## src/logic/mcu_exec_pkg.sv

```systemverilog
// shared constants and types for the instruction subset executor
package mcu_exec_pkg;
    localparam int OPW = 14;
    localparam int DW = 8;
    localparam int FAW = 7;
    localparam int PCW = 12;
    localparam int PTRW = 16;
    localparam logic [13:0] OP_NOP = 14'h0000;
    localparam logic [13:0] OP_RET = 14'h0040;
    localparam logic [13:0] OP_INTERRUPT_RETURN_OP = 14'h0060;
    localparam logic [13:0] OP_SLEEP = 14'h0003;
    localparam logic [13:0] OP_TRDL = 14'h0050;
    localparam logic [13:0] OP_TRDH = 14'h0058;
    localparam logic [5:0] OPC_LITERAL_RETURN_OP = 6'h18;
    localparam logic [5:0] OPC_XORL = 6'h1f;
    localparam logic [5:0] OPC_RLF = 6'h0d;
    localparam logic [5:0] OPC_RRF = 6'h0c;
    localparam logic [5:0] OPC_SUB = 6'h02;
    localparam logic [5:0] OPC_SWAP = 6'h0e;
    localparam logic [5:0] OPC_ZERO_TEST_OP = 6'h08;
    localparam logic [5:0] OPC_XORF = 6'h06;
    localparam int DEST_BIT = 7;
    localparam int OPC_LSB = 8;
    localparam logic [7:0] W_RESET = 8'h00;
    localparam logic [15:0] PTR_RESET = 16'h0000;

    typedef struct packed {
        logic carry;
        logic halfCarry;
        logic zero;
        logic timeout;
        logic powerdown;
    } status_t;

    typedef struct packed {
        logic we;
        logic [FAW-1:0] addr;
        logic [DW-1:0] data;
    } file_write_t;

    localparam status_t STATUS_RESET = '{1'b0, 1'b0, 1'b0, 1'b1, 1'b1};

    typedef enum logic [1:0] {
        EXEC = 2'b00,
        SECOND = 2'b01,
        HALTED = 2'b10
    } state_t;
endpackage : mcu_exec_pkg

```

## src/logic/mcu_instruction_subset_exec.sv

```systemverilog
// decode and execute of the return, rotate, subtract, swap, xor, sleep and
// table-read instructions
`timescale 1ns/1ns
`default_nettype none
module mcu_instruction_subset_exec (
    input wire logic ref_clk,
    input wire logic reset_n,
    input wire logic [mcu_exec_pkg::OPW-1:0] instr,
    input wire logic instrValid,
    input wire logic wakeUp,
    input wire logic [mcu_exec_pkg::DW-1:0] fileReadData,
    input wire logic [mcu_exec_pkg::DW-1:0] pointerHighRegister,
    input wire logic [mcu_exec_pkg::DW-1:0] pointerLowRegister,
    input wire logic [mcu_exec_pkg::PCW-1:0] stackTopEntry,
    input wire logic [mcu_exec_pkg::OPW-1:0] romData,
    output logic [mcu_exec_pkg::FAW-1:0] fileReadAddr,
    output mcu_exec_pkg::file_write_t fileWrite,
    output logic pointerWrite,
    output logic [mcu_exec_pkg::PTRW-1:0] pointerNext,
    output logic [mcu_exec_pkg::PTRW-1:0] romAddr,
    output logic stackPop,
    output logic pcLoad,
    output logic [mcu_exec_pkg::PCW-1:0] pcLoadValue,
    output logic pcAdvance,
    output logic busy,
    output logic [mcu_exec_pkg::DW-1:0] workingRegister,
    output mcu_exec_pkg::status_t status,
    output logic globalInterruptEnable,
    output logic oscillatorStop
);
    import mcu_exec_pkg::*;

    // destination bit 1 leaves W alone, 0 sends the result into W
    function automatic logic [DW-1:0] routeW(input logic dest,
        input logic [DW-1:0] w, input logic [DW-1:0] res);
        routeW = dest ? w : res;
    endfunction : routeW

    function automatic logic opIs(input logic [OPW-1:0] word,
        input logic [5:0] code);
        opIs = (word[OPW-1:OPC_LSB] == code);
    endfunction : opIs

    function automatic logic zeroOf(input logic [DW-1:0] v);
        zeroOf = (v == 8'h00);
    endfunction : zeroOf

    function automatic logic [DW-1:0] rotateLeft(input logic [DW-1:0] v,
        input logic cin);
        rotateLeft = {v[DW-2:0], cin};
    endfunction : rotateLeft

    function automatic logic [DW-1:0] rotateRight(input logic [DW-1:0] v,
        input logic cin);
        rotateRight = {cin, v[DW-1:1]};
    endfunction : rotateRight

    function automatic logic [DW-1:0] swapNibbles(input logic [DW-1:0] v);
        swapNibbles = {v[3:0], v[7:4]};
    endfunction : swapNibbles

    // two's complement: f + ~w + 1, so a carry out means no borrow
    function automatic logic [DW:0] subtractWide(input logic [DW-1:0] f,
        input logic [DW-1:0] w);
        subtractWide = {1'b0, f} + {1'b0, ~w} + 9'h001;
    endfunction : subtractWide

    // same sum on the low nibble gives the half carry
    function automatic logic [4:0] subtractLow(input logic [3:0] f,
        input logic [3:0] w);
        subtractLow = {1'b0, f} + {1'b0, ~w} + 5'h01;
    endfunction : subtractLow

    state_t state;
    state_t next_state;
    status_t next_status;
    logic next_globalInterruptEnable;
    logic [DW-1:0] next_workingRegister;

    logic dest;
    logic [DW-1:0] fileVal;
    logic [DW-1:0] lit;
    logic [DW:0] diff;
    logic [4:0] lowDiff;
    logic [DW-1:0] aluRes;
    logic aluOp;
    logic writesFile;
    logic newZero;
    logic newCarry;
    logic newHalf;
    logic [PTRW-1:0] tablePtr;
    logic [DW-1:0] romLow;
    logic [DW-1:0] romHigh;

    // decoded strobes, one per supported opcode
    logic exec;
    logic isNop;
    logic isRet;
    logic isReti;
    logic isRetlw;
    logic isSleep;
    logic isTrdl;
    logic isTrdh;
    logic isTwoCycle;
    logic isRlf;
    logic isRrf;
    logic isSub;
    logic isSwap;
    logic isTestz;
    logic isXorl;
    logic isXorf;

    // nothing is taken while a two-cycle op finishes or the core is halted
    assign exec = (state == EXEC) && instrValid;
    assign dest = instr[DEST_BIT];
    assign fileReadAddr = instr[FAW-1:0];
    assign fileVal = fileReadData;
    assign lit = instr[DW-1:0];

    // whole-word opcodes
    assign isNop = exec && (instr == OP_NOP);
    assign isRet = exec && (instr == OP_RET);
    assign isReti = exec && (instr == OP_INTERRUPT_RETURN_OP);
    assign isSleep = exec && (instr == OP_SLEEP);
    assign isTrdl = exec && (instr == OP_TRDL);
    assign isTrdh = exec && (instr == OP_TRDH);
    // opcode field in the top six bits, operand below it
    assign isRetlw = exec && opIs(instr, OPC_LITERAL_RETURN_OP);
    assign isRlf = exec && opIs(instr, OPC_RLF);
    assign isRrf = exec && opIs(instr, OPC_RRF);
    assign isSub = exec && opIs(instr, OPC_SUB);
    assign isSwap = exec && opIs(instr, OPC_SWAP);
    assign isTestz = exec && opIs(instr, OPC_ZERO_TEST_OP) && dest;
    assign isXorl = exec && opIs(instr, OPC_XORL);
    assign isXorf = exec && opIs(instr, OPC_XORF);
    assign isTwoCycle = isRet || isReti || isRetlw
        || isTrdl || isTrdh;

    // a carry out of the subtract means that no borrow was needed
    assign diff = subtractWide(fileVal, workingRegister);
    assign lowDiff = subtractLow(fileVal[3:0], workingRegister[3:0]);
    assign newCarry = diff[DW];
    assign newHalf = lowDiff[4];

    assign aluOp = isRlf || isRrf || isSub || isSwap || isXorf;
    // register-operand results; the file value passes through otherwise
    always_comb begin
        aluRes = fileVal;
        if (isRlf) begin
            aluRes = rotateLeft(fileVal, status.carry);
        end else if (isRrf) begin
            aluRes = rotateRight(fileVal, status.carry);
        end else if (isSub) begin
            aluRes = diff[DW-1:0];
        end else if (isSwap) begin
            aluRes = swapNibbles(fileVal);
        end else if (isXorf) begin
            aluRes = fileVal ^ workingRegister;
        end
    end
    assign writesFile = aluOp && dest;
    assign newZero = isXorl ? zeroOf(workingRegister ^ lit)
        : zeroOf(aluRes);

    // the pointer pair lives outside; its value and its incremented value leave here
    assign tablePtr = {pointerHighRegister, pointerLowRegister};
    assign romAddr = tablePtr;
    assign romLow = romData[DW-1:0];
    assign romHigh = {2'b00, romData[OPW-1:DW]};
    assign pointerWrite = isTrdl;
    assign pointerNext = tablePtr + 16'h0001;

    // file write strobe is combinational so the register file updates on
    // the same edge as the working register
    assign fileWrite = '{
        we: writesFile,
        addr: fileReadAddr,
        data: aluRes
    };

    // every return pops and reloads the program counter from the stack top
    assign stackPop = isRet || isReti || isRetlw;
    assign pcLoad = stackPop;
    assign pcLoadValue = stackTopEntry;
    // nop, the table reads and every other op except the returns and sleep step the program counter
    assign pcAdvance = isNop || (exec && !stackPop && !isSleep);
    assign busy = (state != EXEC);
    assign oscillatorStop = (state == HALTED);

    // a two-cycle op blocks one request; power-down drops all until wake
    always_comb begin
        next_state = state;
        case (state)
            EXEC: begin
                if (isTwoCycle) begin
                    next_state = SECOND;
                end else if (isSleep) begin
                    next_state = HALTED;
                end
            end
            SECOND: begin
                next_state = EXEC;
            end
            HALTED: begin
                if (wakeUp) begin
                    next_state = EXEC;
                end
            end
            default: begin
                next_state = EXEC;
            end
        endcase
    end

    always_ff @(posedge ref_clk) begin
        if (!reset_n) begin
            state <= EXEC;
        end else begin
            state <= next_state;
        end
    end

    // working register: table data is taken in the first cycle since the
    // pointer moves on the same edge
    always_comb begin
        next_workingRegister = workingRegister;
        if (isRetlw) begin
            next_workingRegister = lit;
        end else if (isXorl) begin
            next_workingRegister = workingRegister ^ lit;
        end else if (isTrdl) begin
            next_workingRegister = romLow;
        end else if (isTrdh) begin
            next_workingRegister = romHigh;
        end else if (aluOp) begin
            next_workingRegister = routeW(dest, workingRegister, aluRes);
        end
    end

    always_ff @(posedge ref_clk) begin
        if (!reset_n) begin
            workingRegister <= W_RESET;
        end else begin
            workingRegister <= next_workingRegister;
        end
    end

    // each op touches only its own flags
    always_comb begin
        next_status = status;
        next_globalInterruptEnable = globalInterruptEnable;
        if (isRlf) begin
            next_status.carry = fileVal[DW-1];
        end else if (isRrf) begin
            next_status.carry = fileVal[0];
        end else if (isSub) begin
            next_status.carry = newCarry;
            next_status.halfCarry = newHalf;
            next_status.zero = newZero;
        end else if (isXorl || isXorf) begin
            next_status.zero = newZero;
        end else if (isTestz && zeroOf(fileVal)) begin
            // zero test only ever sets the flag, it never clears it
            next_status.zero = 1'b1;
        end else if (isSleep) begin
            next_status.timeout = 1'b1;
            next_status.powerdown = 1'b0;
        end
        if (isReti) begin
            next_globalInterruptEnable = 1'b1;
        end
    end

    always_ff @(posedge ref_clk) begin
        if (!reset_n) begin
            status <= STATUS_RESET;
            globalInterruptEnable <= 1'b0;
        end else begin
            status <= next_status;
            globalInterruptEnable <= next_globalInterruptEnable;
        end
    end
endmodule : mcu_instruction_subset_exec
`default_nettype wire

```

## config.mk

```make
export PLATFORM = sky130hd
export DESIGN_NAME = mcu_instruction_subset_exec
export DESIGN_NICKNAME = d
export VERILOG_FILES = /design/src/logic/mcu_exec_pkg.sv /design/src/logic/mcu_instruction_subset_exec.sv
export SDC_FILE = /design/constraint.sdc
export NUM_CORES = 1
export LEC_CHECK = 0
export BUFFER_PORTS_ARGS = -buffer_cell sky130_fd_sc_hd__buf_2
export CORE_AREA = 5 5 80 82
export DETAILED_ROUTE_END_ITERATION = 16
export DIE_AREA = 0 0 85 87
export PLACE_DENSITY = 0.88
export SLEW_MARGIN = 0
export SYNTH_ARGS = -nofsm -noshare
export SYNTH_HDL_FRONTEND = slang
export SYNTH_SLANG_ARGS = --single-unit
```

## constraint.sdc

```tcl
create_clock -name ref_clk -period 4.3 [get_ports ref_clk]
set_input_delay 0.43 -clock ref_clk [delete_from_list [all_inputs] [get_ports ref_clk]]
set_output_delay 0.43 -clock ref_clk [all_outputs]
set_load 0.005 [all_outputs]
```

==> flow_summary.toml, run 1 <==
[run_status]
status = "complete, no violations"

[yosys]
synth_cells = 382
synth-edff-count = 0
syn_area_um2 = 2660
async_flop_share_pct = 0
synth_top_flop_cell = "dfxtp_1"
yosys_register_bits = 15
syn_avg_cell_area_um2 = 6.963
yosys_warnings = 0
synth_fp_nets = 460
ys_seq_area_share_pct = 11.29
yosysUniqueCellTypes = 60

[clock_tree]
htree_levels = 1
ctsResizeCount = 0
clock_latency_ps = 250
hold_buffers = 0
cts_buffers = 3
clock_sinks = 15
root_buffer = "clkbuf_8"
post_cts_buffers = 0
path_clk_slew_ps = 60
clock_path_buffers = 2
cts_tree = "built"

[cells_and_area]
layout_common_cells = "buf_2 (129), nand2_1 (39), o21ai_0 (33)"
antenna_cells = 0
final_cell_count_no_fill = 529
layout.cells.most_common = "buf_2"
final_nets = 533
fin_area_um2 = 3028
drive_above_1_share_pct = 30.84
area_growth_pct = 13.83

[timing]
rsz0062_at_grt = "no"
fin_skew_ps = 1.976
fin_crit_sh_pct = 75.21
period_needed_ps = 3234
slew_headroom_pct = 55.81
tightest_slew_ps = 653.6
hold_viol_final = 0
whs_ps = 467.5
slew_viol_final = 0
fmax_mhz = 309.2
tns_ps = 0
setup_viol = 0

[grt]
gr-total-overflow = 0
grt_pass1_wl_mm = 14.21
grt_pass1_vias = 2934
track_usage_pct = 22.90
grt_max_degree = 29
antenna_found_initial = 0

[hold_path]
whs_endpoint = "status[0]"
hold_depth = 2
min-delay-start = "status[0]"
hp-class = "register to register"

[power]
vdd_ir_drop_max_uv = 188.2
p_per_area_nw_per_um2 = 158.0
p_leak_nw = 1.388
p_total_mw = 0.4785

[setup_path]
path_max_fanout = 9
crit_slowest_cell = "or4b_1"
crit_chain = "or4b_1 -> or3_1 -> or4_1 -> nor2_1 -> buf_2"
reg2regPathDepth = 8
regToRegSetupSlack_ps = 1220
critical-path-max-stage-delay_ps = 700
setup.worst_path.end_class = "output pin"
worstPathArrival_ps = 2800
crit_type = "register to output pin"
reg2reg_to = "status[2]"
r2r_start = "state[0]"
crit_buf_inv = 1
critPathTopFamily = "simple AND/OR/NAND/NOR gates"
start_kind = "register"
worstPathRequired_ps = 3870

[floorplanning]
rows = 28
die_x_um = 85
core_um2 = 5675
top_level_ports = 155
fp.dieH_um = 87
dieArea_um2 = 7395
start_util_pct = 46.87

[drt]
post-route-drc-count = 0
via_count = 3161
drt-vias-per-instance = 5.975
ant_nets = 0
wire_per_inst_um = 16.58
drt-total-wl_mm = 8.769
drt_pass1_iterations = 5
drtIter0Drc = 398

[placed_design]
place.gp.congestion = 0.9792
place_inst = 525
dpl_cell_area_um2 = 2982
hpwl_mm = 7.037
port_buffers = 129

[job]
cap_violations = 0
## worst max-delay path by stage
stage                   start                  to  depth (start not counted)
floorplan           instr[13]  workingRegister[2]                         10
global placement    instr[13]           status[2]                          9
detailed placement  instr[13]           status[2]                          9
CTS                  state[0]        pointerWrite                          5
global route         state[0]        pointerWrite                          5
finish               state[0]        pointerWrite                          5
## per-stage QoR
step	util [%]	worst slack, ps
CTS	53.35	1089
global placement	52.54	1176
detailed placement	52.54	1112
finish	53.35	1066
global route	53.35	918.5
floorplan	-	1558
## layout make-up
type | count | area, um^2
fillers | 592 | 2648
flip-flops and latches | 15 | 300.3
multi-input cells | 284 | 1852
well taps | 75 | 93.84
clock inverters | 1 | 5.005
inverters | 20 | 75.07
clock buffers | 3 | 41.29
repair buffers | 131 | 660.6
## worst register-to-register path: stages (launching register included)
cell and delay (ps):
dfxtp_1 330, or4b_1 700, nor3_2 410, buf_4 210
o21ai_0 80, a222oi_1 440, nand3b_1 120, or4b_1 480
o31ai_1 220
## state kept, by name (all words and copies together), names as in the netlist
signal,flops
globalInterruptEnable,1
workingRegister,8
status,4
state,2
## synthesized netlist by cell type, types with 10 or more instances
| cell | instances | area share, % |
|---|---|---|
| nand3_1 | 14 | 2.6 |
| a21oi_1 | 13 | 2.4 |
| nor2_1 | 18 | 2.5 |
| buf_4 | 46 | 13 |
| o21a_1 | 10 | 2.8 |
| inv_1 | 20 | 2.8 |
| dfxtp_1 | 15 | 11 |
| xnor2_1 | 22 | 7.2 |
| clkbuf_1 | 12 | 1.7 |
| o21ai_0 | 33 | 6.2 |
| nand2_1 | 39 | 5.5 |
## report_power, final
part / internal [mW] / switching [mW]
Sequential: 0.142 / 0.00338
Clock: 0.0641 / 0.0529
Combinational: 0.0934 / 0.123
## cells by family after synthesis
group | Yosys count | share of synthesized area [%]
compound gates | 102 | 25.54
mux | 7 | 2.634
flops | 15 | 11.29
simple gates | 139 | 28.08
other cells | 1 | 0.1410
fa+ha+maj | 10 | 4.986
buf+inv | 83 | 19.10
xor+xnor | 25 | 8.231
## metal layers
metal  track usage (%)  vias to the layer above  wire [um]
li1                  -                     1489          -
met1             29.16                     1453       3444
met2             38.77                      184       4120
met3             3.784                       35        878
met4             8.489                        0        325
met5                 0                        -          0
(Power assumes the default switching activity.)
==> run 2, diff against run 1 <==
--- a/config.mk
+++ b/config.mk
@@ -6,10 +6,10 @@
 export NUM_CORES = 1
 export LEC_CHECK = 0
 export BUFFER_PORTS_ARGS = -buffer_cell sky130_fd_sc_hd__buf_2
-export CORE_AREA = 5 5 80 82
+export CORE_AREA = 5 5 83 85
 export DETAILED_ROUTE_END_ITERATION = 16
-export DIE_AREA = 0 0 85 87
-export PLACE_DENSITY = 0.88
+export DIE_AREA = 0 0 88 90
+export PLACE_DENSITY = 0.82
 export SLEW_MARGIN = 0
 export SYNTH_ARGS = -nofsm -noshare
 export SYNTH_HDL_FRONTEND = slang
==> constraint.sdc (replaced) <==
create_clock -name ref_clk -period 3.05 [get_ports ref_clk]
set_input_delay 0.305 -clock ref_clk [delete_from_list [all_inputs] [get_ports ref_clk]]
set_output_delay 0.305 -clock ref_clk [all_outputs]
set_load 0.005 [all_outputs]
==> run 2 against run 1 <==
Sequential power is 41% higher. Total power is 44% higher. Final cell count is 2.3% higher. Critical path depth stayed put. Combinational power is 46% higher. Count of clock-buffer cells in the layout is 1 higher. Setup slack worse by 920 ps.
==> flow_summary.toml, run 2 (synthesized netlist as in run 1, its figures left out) <==
[run_status]
status = "complete, no violations"

[power]
combPwrFrac_pct = 45.8
internal_power_mw = 0.4316
power.switching_mw = 0.2570
p_per_area_nw_per_um2 = 220.4
vdd_ir_drop_max_uv = 188.6
p_leak_nw = 1.438
p_sw_share_pct = 37.32
pwr-share-clk_pct = 24.4
p_total_mw = 0.6885
seqPwrFrac_pct = 29.7

[clock_tree]
path_clk_slew_ps = 60
cts_tree = "built"
root_buffer = "clkbuf_8"
clock_sinks = 15
cts_buffers = 3
clock_path_buffers = 2
hold_buffers = 0
htree_levels = 1
clock_latency_ps = 250

[drt]
drtIter0Drc = 330
drt-vias-per-instance = 5.852
via_count = 3166
drt_pass1_iterations = 5
post-route-drc-count = 0
drt-total-wl_mm = 9.065
wire_per_inst_um = 16.76
ant_nets = 0

[floorplanning]
fp.dieH_um = 90
core_um2 = 6132
dieArea_um2 = 7920
top_level_ports = 155
start_util_pct = 43.38
rows = 29
die_x_um = 88

[cells_and_area]
area_growth_pct = 17.45
antenna_cells = 0
top_regs = "workingRegister (8), status (4), state (2)"
largest_reg_flops = 8
drive_above_1_share_pct = 33.19
multi_input_area_um2 = 1871
fill_cells = 645
layout.cells.most_common = "buf_2"
regMostFlops = "workingRegister"
postLayoutCoreUtil_pct = 50.95
register_area_um2 = 301.5
layout_common_cells = "buf_2 (129), nand2_1 (39), o21ai_0 (33)"
final_nets = 543

[setup_path]
crit_type = "register to output pin"
setup.worst_path.end_class = "output pin"
worstPathArrival_ps = 2600
reg2regPathDepth = 11
regToRegSetupSlack_ps = 250
start_kind = "register"
path_max_fanout = 8
worstPathRequired_ps = 2740

[timing]
period_needed_ps = 2906
tightest_slew_ps = 693.7
whs_ps = 358.5
fmax_mhz = 344.1
hold_viol_final = 0
slew_headroom_pct = 53.33
fin_crit_sh_pct = 95.28
slew_viol_final = 0
setup_ws_ps = 143.9
tns_ps = 0
setup_viol = 0
fin_skew_ps = 1.566
rsz0062_at_grt = "no"

[placed_design]
place.gp.congestion = 1.019
port_buffers = 129
pre_cts_slack_ps = 171.3
hpwl_mm = 7.344

[hold_path]
hp-class = "input port to register"
hold_depth = 3

[grt]
antenna_found_initial = 0
track_usage_pct = 21.83
grt_pass1_wl_mm = 14.37
gr-total-overflow = 0
grt_pass1_vias = 2943
grt_max_degree = 18

[job]
cap_violations = 0
run 2: critical path, stage by stage, from the launching register on:
cell and delay, ps:
dfxtp_1 330, or4b_4 610, or3_1 340, or4_1 590, nor2_1 290, buf_2 190
run 2: per-stage QoR:
step	cells	instance area (um^2)
after floorplan	382	2660
after global placement	536	3052
after detailed placement	536	3052
after CTS	540	3097
after global routing	541	3124
final	541	3124
run 2: routing by layer:
| layer | track usage (%) | wire length [um] | up-vias |
|---|---|---|---|
| met5 | 0 | 0 | - |
| met4 | 6.394 | 267 | 0 |
| met3 | 2.834 | 1017 | 27 |
| met2 | 36.75 | 4266 | 202 |
| met1 | 28.55 | 3515 | 1438 |
| li1 | - | - | 1499 |
run 2: worst paths after layout:
check | endpoint | from
worst max register to register | status[2] | workingRegister[0]
worst max-delay path | pointerWrite | state[0]
worst min register to register | status[0] | status[0]
worst min-delay path | state[1] | wakeUp
run 2: repair_timing:
action	4_1_cts	5_1_grt
endpoints found under the hold margin	0	0
gates resized for setup	0	5
setup endpoints to repair	0	8
buffers inserted	0	1
run 2: area by class of cell:
| class | count | share of cell area (%) |
|---|---|---|
| multi-input cells | 284 | 59.87 |
| flip-flops and latches | 15 | 9.652 |
| clock buffers | 4 | 1.442 |
| well taps | 77 | 3.084 |
| repair buffers | 141 | 23.55 |
| inverters | 20 | 2.403 |
run 2: power groups by stage:
stage          Combinational [mW]  Clock [mW]  Sequential, mW
2_1_floorplan               0.204           0           0.208
3_3_place_gp                0.305           0           0.209
3_5_place_dp                0.306           0           0.209
4_1_cts                     0.308       0.169           0.204
5_1_grt                     0.347       0.179           0.205
6_report                    0.316       0.168           0.205
==> run 3, diff against run 2 <==
--- a/config.mk
+++ b/config.mk
@@ -5,11 +5,12 @@
 export SDC_FILE = /design/constraint.sdc
 export NUM_CORES = 1
 export LEC_CHECK = 0
+export ABC_AREA = 1
 export BUFFER_PORTS_ARGS = -buffer_cell sky130_fd_sc_hd__buf_2
-export CORE_AREA = 5 5 83 85
+export CORE_AREA = 5 5 85 87
 export DETAILED_ROUTE_END_ITERATION = 16
-export DIE_AREA = 0 0 88 90
-export PLACE_DENSITY = 0.82
+export DIE_AREA = 0 0 90 92
+export PLACE_DENSITY = 0.83
 export SLEW_MARGIN = 0
 export SYNTH_ARGS = -nofsm -noshare
 export SYNTH_HDL_FRONTEND = slang
==> run 3 against run 2 <==
Setup slack improved by 360 ps. Critical path type unchanged. Sequential cell count did not move. Clock skew barely moved. Final cell count rose by 26%. Die area rose by 4.5%. Highest routed layer unchanged. Count of clock-buffer cells in the layout fell by 1. Via count rose by 12%. Combinational power fell by 7.6%.
==> flow_summary.toml, run 3 <==
[timing]
period_needed_ps = 2545
rsz0062_at_grt = "no"
fmax_mhz = 392.9
setup_ws_ps = 504.7
hold_viol_final = 0
slew_viol_final = 0
fin_skew_ps = 1.695
tns_ps = 0
setup_viol = 0
fin_crit_sh_pct = 83.45

[power]
vdd_ir_drop_max_uv = 150.0
p_leak_nw = 1.897
p_total_mw = 0.6718
p_per_area_nw_per_um2 = 201.2

[clock_tree]
root_buffer = "clkbuf_8"
cts_buffers = 3
hold_buffers = 0
cts_tree = "built"
ctsResizeCount = 0
htree_levels = 1
clock_latency_ps = 260
path_clk_slew_ps = 70
clock_path_buffers = 2
clock_sinks = 15
post_cts_buffers = 0

[setup_path]
setup.worst_path.end_class = "output pin"
worstPathArrival_ps = 2240
crit_type = "register to output pin"
start_kind = "register"
worstPathRequired_ps = 2740
path_max_fanout = 13

[cells_and_area]
top_regs = "workingRegister (8), status (4), state (2)"
regMostFlops = "workingRegister"
register_area_um2 = 300.3
final_nets = 681
layout.cells.most_common = "nand2_1"
fill_cells = 660
multi_input_area_um2 = 1899
layout_common_cells = "nand2_1 (135), buf_2 (129), inv_1 (78)"
area_growth_pct = 15.29
drive_above_1_share_pct = 27.41
fin_area_um2 = 3339
antenna_cells = 0
postLayoutCoreUtil_pct = 53.20
largest_reg_flops = 8

[drt]
ant_nets = 0
drt-total-wl_mm = 9.605
drtIter0Drc = 290
wire_per_inst_um = 14.15
drt-vias-per-instance = 5.212
post-route-drc-count = 0
drt_pass1_iterations = 5
via_count = 3539

[yosys]
synth_common_cells = "nand2_1 (135), inv_1 (78), nand3_1 (53)"
yosys_register_bits = 15
synth_most_common_cell = "nand2_1"
yosysTopAreaCell = "nand2_1"
ys_top_cells_by_area = "nand2_1 (17%), buf_4 (12%), dfxtp_1 (10%), inv_1 (10%), nand3_1 (9.2%)"
async_flop_share_pct = 0
ys_seq_area_share_pct = 10.37
synth_top_flop_cell = "dfxtp_1"
yosysUniqueCellTypes = 39
synth-edff-count = 0
synth_cells = 517
yosys_warnings = 0
syn_area_um2 = 2897
synth_fp_nets = 595
yosysTopAreaCellShare_pct = 17.49
syn_avg_cell_area_um2 = 5.603

[floorplanning]
start_util_pct = 46.14
die_x_um = 90
top_level_ports = 155
core_um2 = 6277
rows = 29
dieArea_um2 = 8280
fp.dieH_um = 92

[grt]
grt_max_degree = 14
gr-total-overflow = 0
grt_pass1_wl_mm = 15.52
antenna_found_initial = 0
grt_pass1_vias = 3406
track_usage_pct = 21.86

[placed_design]
hpwl_mm = 7.834
dpl_cell_area_um2 = 3293
pre_cts_slack_ps = 764.5
place.gp.congestion = 0.9946
port_buffers = 129

[hold_path]
hp-class = "input port to register"

[job]
cap_violations = 0

[run_status]
status = "complete, no violations"
## run 3: cell types whose count changed after synthesis, sizes merged, moves of 9 or more
| cell | previous run | this run |
|---|---|---|
| nand2 | 39 | 139 |
| inv | 20 | 85 |
| nand3 | 14 | 54 |
| nor2 | 18 | 43 |
| a21oi | 13 | 28 |
| clkbuf | 12 | 1 |
| o21a | 10 | 0 |
| xnor2 | 22 | 13 |
## run 3: cells by family after synthesis
logic type	Yosys count	share of synthesized area [%]
DFF	15	10.37
xor gates and xnor gates	23	6.955
adders and majority gates	10	4.579
AOI/OAI and AO/OA	64	11.79
buffers and inverters	138	24.06
other	1	0.1295
and+or+nand+nor	266	42.12
## run 3: final cells by class
class | instances | area share [%]
Multi-Input combinational cell | 364 | 56.88
Timing Repair Buffer | 132 | 20.01
Clock inverter | 1 | 0.1499
Tap cell | 77 | 2.885
Sequential cell | 15 | 8.992
Clock buffer | 3 | 1.236
Inverter | 87 | 9.854
## run 3: final timing paths
| path | from | to | slack (ps) | depth (start not counted) |
|---|---|---|---|---|
| hold / removal | wakeUp | state[1] | 300 | 4 |
| setup / recovery | state[1] | fileWrite[3] | 500 | 11 |
| hold reg to reg | status[0] | status[0] | 450 | 2 |
| setup reg to reg | state[1] | workingRegister[4] | 760 | 10 |
## run 3: routing by layer
metal	global-route usage, %	part of all wire (%)	up-vias
li1	-	-	1757
met1	26.18	40	1532
met2	39.15	47	221
met3	3.437	9.5	29
met4	8.313	3.4	0
met5	0	0	-
## run 3: critical path, stage by stage (launching register included)
cell	delay, ps
dfxtp_1	310
inv_2	60
nand3_1	220
nor2_4	360
nand2_2	210
o21ai_1	170
inv_1	50
nand2_1	50
nand2_1	50
a21boi_1	290
inv_1	60
buf_2	130
## run 3: through the flow
step / hold slack [ps] / instances
global route: 320.6 / 679
CTS: 299.5 / 679
finish: 299.2 / 679
detailed placement: 432.9 / 675
floorplan: 442.3 / 517
global placement: 430.3 / 675
## run 3: where the power goes
group	switching, mW	internal, mW
clock	0.0850	0.0909
sequential	0.00426	0.199
combinational	0.176	0.116
total	0.265	0.406
